**config.mk**
```make
export PLATFORM = sky130hd
export DESIGN_NAME = svd_dev_flat
export DESIGN_NICKNAME = d
export VERILOG_FILES = /design/src/svd_pkg.sv /design/src/svd_if.sv /design/src/svd_sync.sv /design/src/svd_dev.sv /design/src/flat_wrapper.sv
export VERILOG_INCLUDE_DIRS = /design/src
export SDC_FILE = /design/constraint.sdc
export NUM_CORES = 1
export LEC_CHECK = 0
export ABC_CLOCK_PERIOD_IN_PS = 5450
export BUFFER_PORTS_ARGS = -buffer_cell sky130_fd_sc_hd__buf_2
export CORE_UTILIZATION = 53
export CTS_CLUSTER_SIZE = 28
export DETAILED_ROUTE_END_ITERATION = 8
export MAX_ROUTING_LAYER = met4
export PLACE_DENSITY = 0.82
export SLEW_MARGIN = 20
export SYNTH_ARGS = -nofsm -noshare
export SYNTH_HDL_FRONTEND = slang
export SYNTH_SLANG_ARGS = --single-unit
```
**constraint.sdc**
```tcl
create_clock -name clk -period 5.45 [get_ports clk]
set_input_delay 0.8175 -clock clk [delete_from_list [all_inputs] [get_ports clk]]
set_output_delay 0.8175 -clock clk [all_outputs]
set_load 0.01 [all_outputs]
```
**src/svd_cfg.svh**
```systemverilog
`ifndef SVD_CFG_SVH
`define SVD_CFG_SVH
`define SVD_OPT_ADDR 20'h0_00C1
`define SVD_OPT_ALT_ADDR 20'h0_10C1
`define SVD_GRP_MSB 7
`define SVD_GRP_LSB 5
`define SVD_FIXED_BIT 4
`define SVD_FINE_MSB 3
`define SVD_FINE_LSB 2
`define SVD_MODE_MSB 1
`define SVD_MODE_LSB 0
`define SVD_LVL_RST_MODE 8'h81
`define SVD_LVL_IRQ_MODE 8'h01
`define SVD_LVL_IR_MODE 8'h00
`define SVD_LVL_MODE_BIT 7
`define SVD_LVL_LOW_BIT 0
`define SVD_OPT_DEFAULT 8'hFF
`endif

```
**src/svd_pkg.sv**
```systemverilog
package svd_pkg;
  typedef enum logic [1:0] {
    SVD_MODE_OFF,
    SVD_MODE_RESET,
    SVD_MODE_IRQ,
    SVD_MODE_IRQ_RESET
  } svd_mode_t;
endpackage

```
**src/svd_if.sv**
```systemverilog
`timescale 1ns/1ps
interface svd_if;
  logic [7:0] opt_byte;
  logic cmp_below;
  logic cmp_below_low;
  logic [3:0] thr_code;
  logic thr_low_sel;
  logic svd_reset_req;
  logic low_voltage_irq;
  logic detector_reset_cause_flag;
  logic below_threshold_flag;
  logic low_voltage_irq_mask;
  logic [7:0] detect_level_register;
  logic level_rewrite_enable;
  logic irq_mask_clear;
  modport dev (
    input opt_byte, cmp_below, cmp_below_low, irq_mask_clear,
    output thr_code, thr_low_sel, svd_reset_req, low_voltage_irq,
    output detector_reset_cause_flag, below_threshold_flag,
    output low_voltage_irq_mask, detect_level_register, level_rewrite_enable
  );
  modport sys (
    output opt_byte, cmp_below, cmp_below_low, irq_mask_clear,
    input thr_code, thr_low_sel, svd_reset_req, low_voltage_irq,
    input detector_reset_cause_flag, below_threshold_flag,
    input low_voltage_irq_mask, detect_level_register, level_rewrite_enable
  );
endinterface

```
**src/svd_sync.sv**
```systemverilog
`timescale 1ns/1ps
module svd_sync (
  input wire logic clk,
  input wire logic rst_n,
  input wire logic d,
  output logic q
);
  logic [1:0] s_q;
  always_ff @(posedge clk) begin
    if (!rst_n) begin
      // reset to below so the detector starts held and sees no false edge
      s_q <= 2'h3;
    end else begin
      s_q <= {s_q[0], d};
    end
  end
  assign q = s_q[1];
endmodule // svd_sync

```
**src/svd_dev.sv**
```systemverilog
`timescale 1ns/1ps
`include "svd_cfg.svh"
module svd_dev (
  input wire logic clk,
  input wire logic rst_n,
  svd_if.dev port
);
  import svd_pkg::*;

  typedef struct packed {
    logic [7:0] opt;
    svd_mode_t mode;
    logic [3:0] thr_code;
    logic thr_low_sel;
    logic rst_req;
    logic irq;
    logic cause;
    logic below;
    logic mask;
    logic [7:0] level;
    logic rewrite_en;
    logic below_prev;
    logic irq_armed;
    logic loaded;
  } svd_dev_state_t;

  svd_dev_state_t s_q;
  svd_dev_state_t s_d;
  logic below_s;
  logic below_low_s;
  logic [2:0] grp;
  logic [1:0] fine;
  logic [1:0] msel;
  logic [7:0] opt_mux;
  logic [1:0] cmp_raw;
  logic [1:0] cmp_s;

  ////////////////////////////////////////////////////////////////////
  // comparator levels: bit 0 upper, bit 1 lower
  assign cmp_raw = {port.cmp_below_low, port.cmp_below};
  for (genvar i = 0; i < 2; i++) begin : g_sync
    svd_sync u_sync (
      .clk(clk),
      .rst_n(rst_n),
      .d(cmp_raw[i]),
      .q(cmp_s[i])
    );
  end
  assign below_s = cmp_s[0];
  assign below_low_s = cmp_s[1];

  ////////////////////////////////////////////////////////////////////
  // live byte until loaded, stored copy after
  // decoding the live byte lets the first cycle already run in the right mode
  assign opt_mux = s_q.loaded ? s_q.opt : port.opt_byte;

  ////////////////////////////////////////////////////////////////////
  // field decode
  assign grp = opt_mux[`SVD_GRP_MSB:`SVD_GRP_LSB];
  assign fine = opt_mux[`SVD_FINE_MSB:`SVD_FINE_LSB];
  assign msel = opt_mux[`SVD_MODE_MSB:`SVD_MODE_LSB];

  always_comb begin
    s_d = s_q;
    s_d.irq = 1'b0;
    s_d.below_prev = below_s;
    if (grp[2] && msel[0]) begin
      s_d.mode = SVD_MODE_OFF;
    end else begin
      case (msel)
        2'b11: s_d.mode = SVD_MODE_RESET;
        2'b01: s_d.mode = SVD_MODE_IRQ;
        2'b10: s_d.mode = SVD_MODE_IRQ_RESET;
        default: s_d.mode = SVD_MODE_OFF;
      endcase
    end
    // option byte load and per-mode level init, once after reset
    if (!s_q.loaded) begin
      s_d.loaded = 1'b1;
      s_d.opt = port.opt_byte;
      s_d.rewrite_en = 1'b0;
      case (s_d.mode)
        SVD_MODE_RESET: begin
          s_d.level = `SVD_LVL_RST_MODE;
        end
        SVD_MODE_IRQ: begin
          s_d.level = `SVD_LVL_IRQ_MODE;
        end
        default: begin
          s_d.level = `SVD_LVL_IR_MODE;
        end
      endcase
    end
    // group lower, fine upper
    // interrupt-reset mode: group picks the lower level, fine the upper one
    // group bits 1:0 and fine form threshold code
    s_d.thr_code = {grp[1:0], fine};
    // lower level selected by level register bit 0: set in reset and interrupt modes, clear in irq-reset mode
    s_d.thr_low_sel = s_q.level[`SVD_LVL_LOW_BIT];
    if (port.irq_mask_clear) begin
      s_d.mask = 1'b0;
    end
    case (s_d.mode)
      SVD_MODE_RESET: begin
        s_d.rst_req = below_s;
      end
      SVD_MODE_IRQ: begin
        if (!below_s) begin
          s_d.rst_req = 1'b0;
        end
        // irq on rising crossing after release
        if (!s_q.rst_req && s_q.below_prev && !below_s) begin
          s_d.irq = 1'b1;
        end
      end
      SVD_MODE_IRQ_RESET: begin
        // upper releases, lower asserts, falling upper interrupts
        if (below_low_s) begin
          s_d.rst_req = 1'b1;
        end else if (!below_s) begin
          s_d.rst_req = 1'b0;
          s_d.irq_armed = 1'b1;
        end
        if (!s_q.rst_req && s_q.irq_armed && below_s && !s_q.below_prev) begin
          s_d.irq = 1'b1;
          s_d.irq_armed = 1'b0;
        end
      end
      default: begin
        s_d.rst_req = 1'b0;
      end
    endcase
    // cause flag set by detector reset
    // only a fresh assertion counts, not the hold carried over from reset
    if (s_d.rst_req && !s_q.rst_req) begin
      s_d.cause = 1'b1;
    end
    s_d.below = (s_d.mode != SVD_MODE_OFF) && below_s;
  end

  always_ff @(posedge clk) begin
    if (!rst_n) begin
      s_q.opt <= `SVD_OPT_DEFAULT;
      s_q.mode <= SVD_MODE_OFF;
      s_q.thr_code <= 4'h0;
      s_q.thr_low_sel <= 1'b0;
      s_q.rst_req <= 1'b1;
      s_q.irq <= 1'b0;
      s_q.cause <= 1'b0;
      s_q.below <= 1'b0;
      s_q.mask <= 1'b1;
      s_q.level <= `SVD_LVL_IR_MODE;
      s_q.rewrite_en <= 1'b0;
      s_q.below_prev <= 1'b1;
      s_q.irq_armed <= 1'b0;
      s_q.loaded <= 1'b0;
    end else begin
      s_q <= s_d;
    end
  end

  ////////////////////////////////////////////////////////////////////
  // outputs straight from the state register
  assign port.thr_code = s_q.thr_code;
  assign port.thr_low_sel = s_q.thr_low_sel;
  assign port.svd_reset_req = s_q.rst_req;
  assign port.low_voltage_irq = s_q.irq;
  assign port.detector_reset_cause_flag = s_q.cause;
  assign port.below_threshold_flag = s_q.below;
  assign port.low_voltage_irq_mask = s_q.mask;
  assign port.detect_level_register = s_q.level;
  assign port.level_rewrite_enable = s_q.rewrite_en;
endmodule // svd_dev

```
**src/flat_wrapper.sv**
```systemverilog
// flat-port wrapper written by rule: the top's interface ports become plain ports
module svd_dev_flat import svd_pkg::*;
  (clk, rst_n, port_opt_byte, port_cmp_below, port_cmp_below_low, port_irq_mask_clear, port_thr_code, port_thr_low_sel, port_svd_reset_req, port_low_voltage_irq, port_detector_reset_cause_flag, port_below_threshold_flag, port_low_voltage_irq_mask, port_detect_level_register, port_level_rewrite_enable);
  svd_if port_i ();
  input wire logic clk;
  input wire logic rst_n;
  input wire logic [$bits(port_i.opt_byte)-1:0] port_opt_byte;
  input wire logic [$bits(port_i.cmp_below)-1:0] port_cmp_below;
  input wire logic [$bits(port_i.cmp_below_low)-1:0] port_cmp_below_low;
  input wire logic [$bits(port_i.irq_mask_clear)-1:0] port_irq_mask_clear;
  output wire logic [$bits(port_i.thr_code)-1:0] port_thr_code;
  output wire logic [$bits(port_i.thr_low_sel)-1:0] port_thr_low_sel;
  output wire logic [$bits(port_i.svd_reset_req)-1:0] port_svd_reset_req;
  output wire logic [$bits(port_i.low_voltage_irq)-1:0] port_low_voltage_irq;
  output wire logic [$bits(port_i.detector_reset_cause_flag)-1:0] port_detector_reset_cause_flag;
  output wire logic [$bits(port_i.below_threshold_flag)-1:0] port_below_threshold_flag;
  output wire logic [$bits(port_i.low_voltage_irq_mask)-1:0] port_low_voltage_irq_mask;
  output wire logic [$bits(port_i.detect_level_register)-1:0] port_detect_level_register;
  output wire logic [$bits(port_i.level_rewrite_enable)-1:0] port_level_rewrite_enable;
  assign port_i.opt_byte = port_opt_byte;
  assign port_i.cmp_below = port_cmp_below;
  assign port_i.cmp_below_low = port_cmp_below_low;
  assign port_i.irq_mask_clear = port_irq_mask_clear;
  assign port_thr_code = port_i.thr_code;
  assign port_thr_low_sel = port_i.thr_low_sel;
  assign port_svd_reset_req = port_i.svd_reset_req;
  assign port_low_voltage_irq = port_i.low_voltage_irq;
  assign port_detector_reset_cause_flag = port_i.detector_reset_cause_flag;
  assign port_below_threshold_flag = port_i.below_threshold_flag;
  assign port_low_voltage_irq_mask = port_i.low_voltage_irq_mask;
  assign port_detect_level_register = port_i.detect_level_register;
  assign port_level_rewrite_enable = port_i.level_rewrite_enable;
  svd_dev u_core (.clk(clk), .rst_n(rst_n), .port(port_i));
endmodule
```
### After elaboration in Yosys (flattened, before gate mapping)

Index checks and enable logic that the tools add are counted.

| storage, ports and cells | value |
|---|---|
| output and inout port bits | 19 |
| memories kept | 0 |
| memory bits (read-only) | 0 |
| latch bits | 0 |
| flip-flop bits (word level) | 33 |
| RAM bits | 0 |
| logic and storage cells | 50 |

| operators by class | value |
|---|---|
| $mul | 0 |
| reduce and logical (&&, ||, !) cells | 13 |
| bitwise gates (word level) | 0 |
| div/mod/pow operators | 0 |
| magnitude comparators | 0 |
| shift-type cells | 0 |
| add/subtract/negate cells | 0 |
| mux-type cells | 14 |
| equal/unequal tests | 8 |

Operators with widths:

| kind | count |
|---|---|
| case mux 8 bit (2 select lines) | 1 |
| equality test 2 bit (second input constant) | 4 |
| logical AND 1 bit | 8 |
| two-way mux 1 bit | 8 |
| two-way mux 8 bit | 1 |
| case mux 2 bit (3 select lines) | 1 |
| equality test 2 x 1 -> 1 bit (second input constant) | 2 |
| inequality test 2 x 1 -> 1 bit (second input constant) | 2 |
| logical NOT 1 bit | 3 |
| case mux 1 bit (3 select lines) | 1 |
| AND reduction 3 bit | 1 |
| two-way mux 2 bit | 1 |
| case mux 1 bit (2 select lines) | 1 |
| nonzero test 2 bit | 1 |

### Depth between registers and ports, before layout

| depth | value |
|---|---|
| depth in word-level cells | 7 |
| mapped depth | 8 |
| depth with buffers taken out | 7 |

### Cells and area by module

Synthesis repeated with hierarchy kept, for this count alone.

| second synthesis, totals | value |
|---|---|
| cell total of the unflattened synthesis | 110 |
| area total of the unflattened synthesis | 1079.8 um^2 |

By module, submodules not included:

| module | instances | area an instance (um^2) | cells each |
|---|---|---|---|
| svd_dev | 1 | 974.7 | 102 |
| svd_sync | 2 | 52.6 | 4 |

### Least setup slack after synthesis

OpenSTA, ideal clock, no wires.

| path | value |
|---|---|
| path kind | input to register |
| start | in port_opt_byte[1] |
| end | reg u_core.s_q (netlist bit u_core.port.svd_reset_req) |
| stages | 7 |
| arrival | 1.899 ns |
| path buffers | 0 |
| path slack | 3.414 ns |
| data required time | 5.313 ns |
| cells stage by stage | mux2_2 -> o21ai_0 -> inv_1 -> ha_1 -> nor3_1 -> a2bb2oi_1 -> o21ai_0 |

| on the way | value |
|---|---|
| cells in the longest elaborated chain, start to end | 6 |

RTL lines:

| what | line | source |
|---|---|---|
| start, declared | flat_wrapper.sv:7 | `input wire logic [$bits(port_i.opt_byte)-1:0] port_opt_byte;` |
| two-way mux 8 bit (*) | svd_dev.sv:55 | `assign opt_mux = s_q.loaded ? s_q.opt : port.opt_byte;` |
| equality test 2 bit / equality test 2 x 1 -> 1 bit (equally long branches) | svd_dev.sv:70 | `case (msel)` |
| case mux 2 bit (3 select lines) (*) | svd_dev.sv:70 |  |
| two-way mux 2 bit (*) | svd_dev.sv:67 | `if (grp[2] && msel[0]) begin` |
| equality test 2 bit / equality test 2 x 1 -> 1 bit (equally long branches) | svd_dev.sv:103 | `case (s_d.mode)` |
| case mux 1 bit (3 select lines) (*) | svd_dev.sv:103 |  |
| end, declared | svd_dev.sv:27 | `svd_dev_state_t s_q;` |

Mark *: on every way between the ends. The rest lies on a longest branch, timed or not.
A chain may end at the register's enable or synchronous reset.

### Final worst setup path

| path | value |
|---|---|
| start | reg u_core.s_q[0] (netlist name) |
| end | reg u_core.s_q (netlist bit u_core.port.svd_reset_req) |

| on the way | value |
|---|---|
| cells in the longest elaborated chain, start to end | 6 |

RTL lines:

| what | line |
|---|---|
| two-way mux 8 bit (*) | svd_dev.sv:55 |
| equality test 2 bit / equality test 2 x 1 -> 1 bit (equally long branches) | svd_dev.sv:70 |
| case mux 2 bit (3 select lines) | svd_dev.sv:70 |
| two-way mux 2 bit (*) | svd_dev.sv:67 |
| equality test 2 bit / equality test 2 x 1 -> 1 bit (equally long branches) | svd_dev.sv:103 |
| case mux 1 bit (3 select lines) (*) | svd_dev.sv:103 |

Marked as above.

==> impl_metrics.toml <==
[drt]
drt_first_pass_iters = 3
routed_wirelength_um = 1490
vias_per_cell = 4.87
vias = 701
avgRoutedWirePerCell_um = 10.3
drtIter0Drc = 4
drc = 0
drtAntennaViolNets = 0

[yosys]
yosysWarnings = 0
synth-seq-cells = 26
synth_ff_type = "dfxtp_1"
avgSynthCellArea_um2 = 10.4
yosysTopAreaCellShare_pct = 49.3
ys_types = 27
synth_async_sr_flop_share_pct = 0
ys_seq_area_share_pct = 49.3
ys_top_cells_by_count = "dfxtp_1 (26), buf_4 (13), nand2_1 (9), nor2_1 (9), mux2i_1 (7)"
synth_edf_count = 0
synth_top_area_cell = "dfxtp_1"
postSynthCellCount = 102
synth.top_cells.by_area = "dfxtp_1 (49%), buf_4 (9.2%), mux2i_1 (6.6%)"
synthesis.area_um2 = 1060
post-synth-top-count-cell = "dfxtp_1"

[setup_path]
ff2ff_path_depth = 7
end_kind = "flip-flop"
critPathLaunchType = "flip-flop"
r2r-end = "u_core.port.svd_reset_req"
startpoint = "u_core.s_q[0]"
ff2ff_setup_slack_ns = 3.16
critPathMaxFanout = 12
crit_required_ns = 5.66
rr_startpoint = "u_core.s_q[0]"
crit_path_end = "u_core.port.svd_reset_req"
setup.worst_path.class = "reg -> reg"
worstPathArrival_ns = 2.50

[timing]
whs_ns = 0.422
clock_skew_ns = 0.0116
tns_ns = 0
fin_ws_ns = 3.16
slew-limit-headroom_pct = 56.0
grt_setup_unrepaired = "false"
hold_violations = 0
fmax_mhz = 436
setup_viol = 0
worstMarginPinSlew_ns = 0.659
period_minus_slack_ns = 2.29
fin_crit_sh_pct = 42.1
slew_violations = 0

[pwr]
leakage_nw = 0.565
powerDensity_nw_per_um2 = 333
peakVddDrop_mv = 0.178

[worst_hold_path]
worstHoldPathType = "reg -> reg"

[job]
drv_cap = 0

[global_route]
grt_pass1_vias = 564
grt_overflow = 0
grt_pass1_wl_um = 2350
track_usage_pct = 16.1
antenna_found_initial = 0
grt_max_degree = 21

[status]
outcome = "completed"

[floorplan]
die_area_um2 = 2170
fp.dieW_um = 46.6
die_h_um = 46.6
coreArea_um2 = 1800
ios = 32
rows = 15
initial_core_util_pct = 58.6

[placed_design]
dp_hpwl_um = 1090
gp_congestion = 0.699
placed_cell_area_um2 = 1110
dp_slack_ns = 3.13
port_buffers = 23

[clocking]
post_cts_buffers = 0
cts_tree = "built"
cts_max_level = 1
clkLatencyLatePin_ns = 0.32
cts.root.buffer_cell = "clkbuf_4"
cts_made_buffers = 3
cts_hold_buf = 0
ctsResizeCount = 0
cts.sinks = 26
clk_path_buf_depth = 2
cts.clk_slew.worst_paths_ns = 0.14

[final_layout]
drive_above_1_share_pct = 26.9
nets = 137
antenna_cells = 0
fill_cells = 162
syn2layout_area_growth_pct = 9.95
post-route-cell-area_um2 = 1160
==> placed cells by master, fill, tap and decap left out, types with 3 or more instances in the layout <==
cell	Yosys	routed
clkbuf_4	0	3
nand2_1	9	9
ha_1	4	4
mux2i_1	7	7
nor2_1	9	9
inv_1	3	3
buf_2	0	23
nand2b_1	5	5
dfxtp_1	26	26
o21ai_0	5	5
conb_1	1	7
==> state kept, by name, summed over array words and instances, names as in the netlist <==
signal,count
u_core.port.low_voltage_irq_mask,1
u_core.port.svd_reset_req,1
u_core.port.detector_reset_cause_flag,1
u_core.port.below_threshold_flag,1
u_core.port.detect_level_register,2
u_core.g_sync.u_sync.s_q,4
u_core.port.thr_code,4
u_core.port.thr_low_sel,1
u_core.s_q,10
u_core.port.low_voltage_irq,1
==> kinds of logic (layout without fill, tap and decap cells) <==
group | after synthesis | after routing | share of synthesized area [%]
compound gates | 12 | 12 | 8.06
other cells | 1 | 7 | 0.355
simple gates | 29 | 29 | 13.3
mux | 11 | 11 | 12.2
flops | 26 | 26 | 49.3
fa+ha+maj | 4 | 4 | 4.74
buf+inv | 19 | 30 | 12.1
==> power breakdown <==
part / switching [mW] / internal (mW)
logic: 0.0261 / 0.0229
clock network: 0.0551 / 0.0744
registers: 0.00701 / 0.202
==> layout make-up <==
type                    count  area [µm²]  area share (%)
clock inverters             1        30.0            2.59
multi-input cells          63         430            37.1
repair buffers             23         115            9.91
well taps                  25        31.3            2.69
inverters                   3        11.3           0.970
flip-flops and latches     26         520            44.8
clock buffers               3        22.5            1.94
==> worst min path at each step <==
stage	startpoint	end	slack (ns)	cells past startpoint
after global placement	u_core.g_sync[0].u_sync.s_q[0]	u_core.g_sync[0].u_sync.s_q[1]	0.39	1
after detailed placement	u_core.g_sync[1].u_sync.s_q[0]	u_core.g_sync[1].u_sync.s_q[1]	0.39	1
after global routing	u_core.g_sync[0].u_sync.s_q[0]	u_core.g_sync[0].u_sync.s_q[1]	0.45	1
final	u_core.g_sync[1].u_sync.s_q[0]	u_core.g_sync[1].u_sync.s_q[1]	0.42	1
after floorplan	u_core.g_sync[0].u_sync.s_q[0]	u_core.g_sync[0].u_sync.s_q[1]	0.39	1
after CTS	u_core.g_sync[1].u_sync.s_q[0]	u_core.g_sync[1].u_sync.s_q[1]	0.43	1
==> critical path, stage by stage, from the launching register on <==
cell       delay, ns
dfxtp_1         0.77
mux2_2          0.44
o21ai_0         0.13
inv_1           0.13
ha_1            0.27
nor3_1          0.16
a2bb2oi_1       0.20
o21ai_0         0.09
==> routing by layer <==
metal	part of all wire [%]	global-route usage [%]
met1	46	19.6
met2	46	23.6
met3	4.7	3.53
met4	2.6	10.3
met5	0	-
==> stage by stage <==
step	cells	power, mW	utilization (%)
after global routing	144	0.405	64.4
after floorplan	108	0.255	-
final	144	0.387	64.4
after CTS	144	0.389	64.4
after global placement	140	0.260	61.5
after detailed placement	140	0.262	61.5
(Power assumes the default switching activity.)
